**config.mk**
```make
export PLATFORM = sky130hd
export DESIGN_NAME = bsr_shift_reg
export DESIGN_NICKNAME = d
export VERILOG_FILES = /design/src/design/bsr_pkg.sv /design/src/design/bsr_shift_reg.sv
export SDC_FILE = /design/constraint.sdc
export NUM_CORES = 1
export LEC_CHECK = 0
export ABC_AREA = 1
export ABC_CLOCK_PERIOD_IN_PS = 6000
export BUFFER_PORTS_ARGS = -buffer_cell sky130_fd_sc_hd__buf_2
export CORE_MARGIN = 3
export CORE_UTILIZATION = 66
export CTS_CLUSTER_SIZE = 28
export DETAILED_ROUTE_END_ITERATION = 10
export HOLD_SLACK_MARGIN = 0.03
export PLACE_DENSITY = 0.84
export SYNTH_ARGS = -nofsm -noshare
export SYNTH_HDL_FRONTEND = slang
export SYNTH_SLANG_ARGS = --single-unit
```
**constraint.sdc**
```tcl
create_clock -name sys_clk -period 6 [get_ports sys_clk]
set_clock_uncertainty 0.05 [all_clocks]
set_input_delay 1.2 -clock sys_clk [delete_from_list [all_inputs] [get_ports sys_clk]]
set_output_delay 1.2 -clock sys_clk [all_outputs]
set_load 0.005 [all_outputs]
```
**src/design/bsr_pkg.sv**
```systemverilog
// Shared types and constants for the four-stage bidirectional shift register.
// Assumes one system clock; every pin of the register arrives from outside it.
`default_nettype none
package bsr_pkg;
    localparam int BSR_STAGES = 4;
    localparam int BSR_FIFO_DEPTH = 16;
    localparam int BSR_SYNC_DEPTH = 2;
    localparam logic BSR_MODE_LOAD = 1'h1;
    localparam logic BSR_LOW = 1'h0;

    // One sampled clock edge: mode, serial bit and the parallel word.
    typedef struct packed {
        logic mode;
        logic serial;
        logic [BSR_STAGES-1:0] par;
    } bsr_cmd_s;

    // Every pin level that crosses into the system clock domain.
    typedef struct packed {
        logic shift_clk;
        logic out_ctrl;
        bsr_cmd_s cmd;
    } bsr_pin_s;

    // State of the register top, apart from the edge FIFO.
    typedef struct packed {
        bsr_pin_s sync1;
        bsr_pin_s sync2;
        logic clk_prev;
        logic [BSR_STAGES-1:0] stage;
        logic valid;
        logic drive;
    } bsr_state_s;
endpackage : bsr_pkg
`default_nettype wire

```
**src/design/bsr_shift_reg.sv**
```systemverilog
// Four-stage register with parallel load, shift toward the last stage and three-state taps.
// Assumes the board drives the pins asynchronously; edges of shift_clk are far slower
// than sys_clk so that each low phase spans several system cycles.
`default_nettype none

// Flip-flop FIFO with valid and ready on both sides.
module bsr_fifo #(
    parameter int WIDTH = 6,
    parameter int DEPTH = 16
) (
    // Clock and reset.
    input wire logic sys_clk,
    input wire logic reset,
    // Filling side.
    input wire logic in_valid,
    output logic in_ready,
    input wire logic [WIDTH-1:0] in_data,
    // Draining side.
    output logic out_valid,
    input wire logic out_ready,
    output logic [WIDTH-1:0] out_data
);
    localparam int AW = $clog2(DEPTH);
    logic [WIDTH-1:0] mem [DEPTH];
    logic [AW-1:0] wr_ptr;
    logic [AW-1:0] rd_ptr;
    logic [AW:0] count;
    logic push;
    logic pop;

    // Full and empty come straight from the occupancy count.
    assign in_ready = (count != (AW+1)'(DEPTH));
    assign out_valid = (count != '0);
    assign out_data = mem[rd_ptr];
    assign push = in_valid & in_ready;
    assign pop = out_valid & out_ready;

    // Storage carries no reset; only the pointers and the count need a defined start.
    always_ff @(posedge sys_clk) begin
        if (push) begin
            mem[wr_ptr] <= in_data;
        end
        if (reset) begin
            wr_ptr <= '0;
            rd_ptr <= '0;
            count <= '0;
        end else begin
            wr_ptr <= push ? AW'(wr_ptr + 1'h1) : wr_ptr;
            rd_ptr <= pop ? AW'(rd_ptr + 1'h1) : rd_ptr;
            count <= (AW+1)'(count + (AW+1)'(push) - (AW+1)'(pop));
        end
    end
endmodule : bsr_fifo

module bsr_shift_reg
    import bsr_pkg::*;
(
    // Clock and reset.
    input wire logic sys_clk,
    input wire logic reset,
    // Register pins from the board.
    input wire logic shift_clk,
    input wire logic mode,
    input wire logic serial,
    input wire logic [BSR_STAGES-1:0] par,
    input wire logic out_ctrl,
    // Apply-side stall and edge back-pressure.
    input wire logic hold_apply,
    output logic edge_ready,
    // Three-state taps, first stage to last.
    output logic tap_one,
    output logic tap_two,
    output logic tap_three,
    output logic tap_four,
    output logic tap_oe,
    output logic stage_valid
);
    bsr_state_s st;
    bsr_state_s next_st;
    bsr_pin_s pins;
    logic fall;
    logic cmd_valid;
    logic pop;
    bsr_cmd_s cmd;

    assign pins = '{shift_clk: shift_clk, out_ctrl: out_ctrl,
                    cmd: '{mode: mode, serial: serial, par: par}};
    // falling edge detect
    // Only the second synchroniser stage and its delayed copy feed the detector.
    assign fall = st.clk_prev & (st.sync2.shift_clk == BSR_LOW);
    assign pop = cmd_valid & ~hold_apply;

    // Each falling edge queues its sampled levels while the FIFO has room; a stalled apply side lets it fill.
    bsr_fifo #(.WIDTH($bits(bsr_cmd_s)), .DEPTH(BSR_FIFO_DEPTH)) u_fifo (
        .sys_clk(sys_clk),
        .reset(reset),
        .in_valid(fall),
        .in_ready(edge_ready),
        .in_data(st.sync2.cmd),
        .out_valid(cmd_valid),
        .out_ready(pop),
        .out_data(cmd)
    );

    // Next-state logic for synchronisers, stages and tap drive.
    always_comb begin
        next_st = st;
        next_st.sync1 = pins;
        next_st.sync2 = st.sync1;
        next_st.clk_prev = st.sync2.shift_clk;
        next_st.drive = st.sync2.out_ctrl;
        if (pop) begin
            next_st.valid = 1'h1;
            if (cmd.mode == BSR_MODE_LOAD) begin
                next_st.stage = cmd.par;
            end else begin
                for (int i = BSR_STAGES - 1; i > 0; i--) begin
                    next_st.stage[i] = st.stage[i-1];
                end
                next_st.stage[0] = cmd.serial;
            end
        end
    end

    // stages not reset
    // Stage contents keep no reset value, matching the part's power-up behaviour.
    always_ff @(posedge sys_clk) begin
        st.stage <= next_st.stage;
        if (reset) begin
            st.sync1 <= '0;
            st.sync2 <= '0;
            st.clk_prev <= 1'h0;
            st.valid <= 1'h0;
            st.drive <= 1'h0;
        end else begin
            st.sync1 <= next_st.sync1;
            st.sync2 <= next_st.sync2;
            st.clk_prev <= next_st.clk_prev;
            st.valid <= next_st.valid;
            st.drive <= next_st.drive;
        end
    end

    // The board resolves the bus from tap_oe; all taps share one enable.
    assign tap_one = st.stage[0];
    assign tap_two = st.stage[1];
    assign tap_three = st.stage[2];
    assign tap_four = st.stage[3];
    assign tap_oe = st.drive;
    assign stage_valid = st.valid;
endmodule : bsr_shift_reg
`default_nettype wire

```
==> results.md <==
- Of the total power, combinational logic draws 0.186.
- The die area is 0.00953 mm².
- The clock sink total is 136.
- The compound-gate portion of the synthesized area is 0.0461.
- The number of iterations in the first detailed-routing pass is 5.
- Of the total power, the share spent switching nets is 0.287.
- The dominant delay contributor by cell family on the critical path is adder cells.
- The number of failing setup endpoints in the final timing report is 0.
- The final route contains 3780 vias.
- The root buffer cell chosen for the clock tree is clkbuf_8.
- After synthesis, the largest family of logic cells by area is simple AND/OR/NAND/NOR gates.
- The buffering stage count on the worst path with inverters included is 5.
- The hold violation count in the final report was 0.
- Summed over all layers, the global routing overflow is 0.
- In this run the worst path has a maximum fanout of 13.
- The overall die width is 97.6 µm.
- The sort of element at the end of the critical path is a register.
- Of the cells placed in the final design, the portion with a size suffix greater than 1 is 0.0993.
- From synthesis to final layout, the design area changed by 12.8%.
- The basic-gate share of the synthesized area counting and, or, nand and nor cells is 0.185.
- The number of pins with negative max-slew slack in the final report is 0.
- Entering global routing, the biggest net connects 54 pins.
- The total internal power is 1.85 mW.
- The critical-path cell with the highest stage delay is ha_1.
- Once layout is done, the placed cells without fillers occupy 0.00625 mm².
- Synthesis produced 533 cells.
- Of the total synthesized cell area, the portion taken by full adders, half adders and majority gates is 0.0285.
- The worst path needs 2.97 ns of the cycle, external delays included.
- Measured against the total synthesized area, the mux share comes to 0.
- At the worst endpoint, the arrival time is 3.37 ns.
- The share of total power dissipated in the clock network is 0.387.
- The detail-routed net length per standard cell is 17.2 µm.
- Input and output buffers added on the ports amount to 17.
- The number of setup buffers added after CTS is 0.
- Dividing the final minimum period by the clock period gives 0.495.
- The worst-case clock buffer depth is 2.
- The clock transition time at the flip-flop clock pins of the worst setup and hold paths is 0.06 ns.
- Dividing the detail-routed via count by the number of cells gives 5.68.
- Based on the critical path, the design can be clocked at up to 337 MHz.
- The effective utilization at floorplan is 0.699.
- The number of cell rows is 32.
- The total standard cell area after synthesis is 0.00554 mm².
- For this run, the register share of the synthesized area comes to 0.672.
- Max-cap violations in this run came to 0.
- The worst setup path is launched from an input port.
- The number of H-tree branching levels is 4.
- Once placement finished, the instance area stood at 0.00565 mm².
- The path class of the tightest hold or removal check is reg -> reg.
- The overall routing resource usage is 0.255.
- The number of top-level pins is 18.
- The number of clock buffers added by TritonCTS is 17.
- The latest clock arrival within the worst-skew pair is 0.52 ns.
- In this run, post-CTS hold repair placed 0 buffers.
- Once the clock tree was built, the resizer swapped 0 gates to a different size.
- The most frequent cell on the critical path is inv_1.
- The final wirelength is 11500 µm.
- In this run, synthesis inferred 100 flip-flops with an integrated enable.
- The power consumption is 2.59 mW.
- The run finished with clean final reports.
- The TritonCTS clock tree is built.
- The most common flop cell mapped by yosys is edfxtp_1.
- Of the total synthesized cell area, the portion taken by XOR and XNOR cells is 0.00474.
- The detail route stage leaves a number of antenna-violating nets equal to 0.
- The final core area utilization is 0.788.
- The filler cell count in the final layout is 455.
- The count of different cell masters after synthesis is 26.
- The region available for standard cell placement spans 0.00793 mm².
- In this run the vertical extent of the chip is 97.6 µm.
- The required time of the critical path is 6.40 ns.
- IR analysis of the VDD net gives a maximum drop of 0.266 mV.
- For this design the total switching power over the nets is 743 µW.
- Summed over all failing endpoints, the final setup total negative slack is 0 ns.
- The total power divided by cell area is 415 mW/mm².
- The net count of the finished layout is 574.
- The post-synthesis net count is 556.
- In this design, the stage delay of the slowest critical-path cell is 0.41 ns.
- The number of antenna diodes is 0.
- The half-perimeter wire length of the detailed placement result is 6980 µm.
- The synthesized area per cell is 10.4 µm².
- The share of total power dissipated in sequential elements is 0.427.
- Of all flip-flops after synthesis, the portion carrying an async set or reset was 0.
- Setup repair after global routing left no endpoint under its margin.
- The wire length of the first global-routing pass is 18500 µm.
- In this run, synthesis produced a sequential element count of 136.
- In the routed design, unresolved DRC markers number 0.
- The number of global-route vias before repair is 3749.
- For the pin with the worst max-slew slack, the measured transition is 0.685 ns.
- The number of antenna violations at the first check in global routing is 0.
- The signal on the critical path passes through buf_2, inv_1, nand2_1, clkinv_1, ha_1, inv_1, ha_1, inv_1, fa_1, o31ai_1, o21ai_0, a21oi_1.
- The relative slew slack is 0.543.
- The category of the most critical setup path is in -> reg.
- The violation count after the first detailed-route iteration is 307.
- The placer's final routability congestion estimate is 0.862.
- For this design the static power due to leakage is 2.55 nW.
- Yosys printed 0 warnings.
[synthesized netlist by cell type (2+ instances only)]
| cell type | count | area (µm²) |
|---|---|---|
| edfxtp_1 | 100 | 3000 |
| buf_2 | 7 | 35.0 |
| dfxtp_1 | 36 | 721 |
| clkbuf_1 | 6 | 22.5 |
| nor2_1 | 81 | 304 |
| nand3_1 | 47 | 235 |
| buf_6 | 3 | 33.8 |
| nand4_1 | 2 | 12.5 |
| o21ai_0 | 28 | 140 |
| a21oi_1 | 17 | 85.1 |
| xor2_1 | 2 | 17.5 |
| ha_1 | 11 | 138 |
| buf_4 | 3 | 22.5 |
| o21ai_1 | 3 | 15.0 |
| nand2_1 | 117 | 439 |
| inv_1 | 58 | 218 |
| nand3_2 | 3 | 30.0 |
[cell families (layout without fill, tap and decap cells)]
family | Yosys count | in the layout
AND/OR/NAND/NOR | 251 | 251
flip-flops | 136 | 136
AO/OA/AOI/OAI | 50 | 50
adder cells (fa/ha/maj) | 12 | 12
buffers and inverters | 81 | 112
XOR/XNOR | 3 | 3
[final timing paths]
path | startpoint | endpoint | slack (ns) | cells after the start
worst max-delay path | hold_apply | u_fifo.count[4] | 3.03 | 12
worst min-delay path | next_st[14] | next_st[6] | 0.35 | 2
worst max register to register | u_fifo.count[3] | u_fifo.count[4] | 3.11 | 13
worst min register to register | next_st[14] | next_st[6] | 0.35 | 2
[registers in the layout, indices dropped and copies added, names as in the netlist, named ones only]
| name | cells |
|---|---|
| next_st | 10 |
| st | 7 |
| stage_valid | 1 |
| tap_four | 1 |
| tap_oe | 1 |
| tap_one | 1 |
| tap_three | 1 |
| tap_two | 1 |
| u_fifo.count | 5 |
| u_fifo.mem | 96 |
| u_fifo.rd_ptr | 4 |
| u_fifo.wr_ptr | 4 |
[worst register-to-register path, delay by kind of cell, from the launching register on]
family,cells,cell delay [ns]
compound gates,3,0.57
fa+ha+maj,4,1.15
simple gates,2,0.22
flops,1,0.32
buf+inv,4,0.51
[placed cells by master (no fill, tap or decap), types with 11 or more instances in the layout]
master / instances
dfxtp_1: 36
nand2_1: 117
a21oi_1: 17
o21ai_0: 28
nand3_1: 47
nor2_1: 81
clkbuf_16: 20
buf_2: 17
ha_1: 11
edfxtp_1: 100
inv_1: 58
[power groups by stage]
stage	clock (mW)	sequential [mW]	combinational (mW)
6_report	1.00	1.11	0.483
5_1_grt	1.05	1.11	0.552
4_1_cts	1.00	1.11	0.480
3_5_place_dp	0	1.12	0.470
3_3_place_gp	0	1.12	0.443
2_1_floorplan	0	1.11	0.371
[per-stage QoR]
stage	cells	setup slack, ns	hold slack, ns
finish	666	3.03	0.354
global route	666	2.87	0.375
global placement	634	2.67	0.339
CTS	666	3.06	0.356
detailed placement	634	2.53	0.348
floorplan	533	2.89	0.338
[per-layer routing]
| layer | track usage | part of all wire | vias up |
|---|---|---|---|
| met1 | 0.303 | 0.38 | 1805 |
| met2 | 0.435 | 0.52 | 154 |
| met5 | 0 | 0 | - |
| met4 | 0.0948 | 0.021 | 0 |
| li1 | - | - | 1793 |
| met3 | 0.0797 | 0.074 | 28 |
[layout make-up]
class / instances / area (µm²) / area share
Sequential cell: 136 / 3720 / 0.596
Multi-Input combinational cell: 316 / 1470 / 0.235
Clock buffer: 24 / 546 / 0.0873
Inverter: 61 / 231 / 0.0371
Tap cell: 102 / 128 / 0.0204
Timing Repair Buffer: 19 / 100 / 0.0160
Clock inverter: 8 / 52.6 / 0.00841
(Power assumes the default switching activity.)
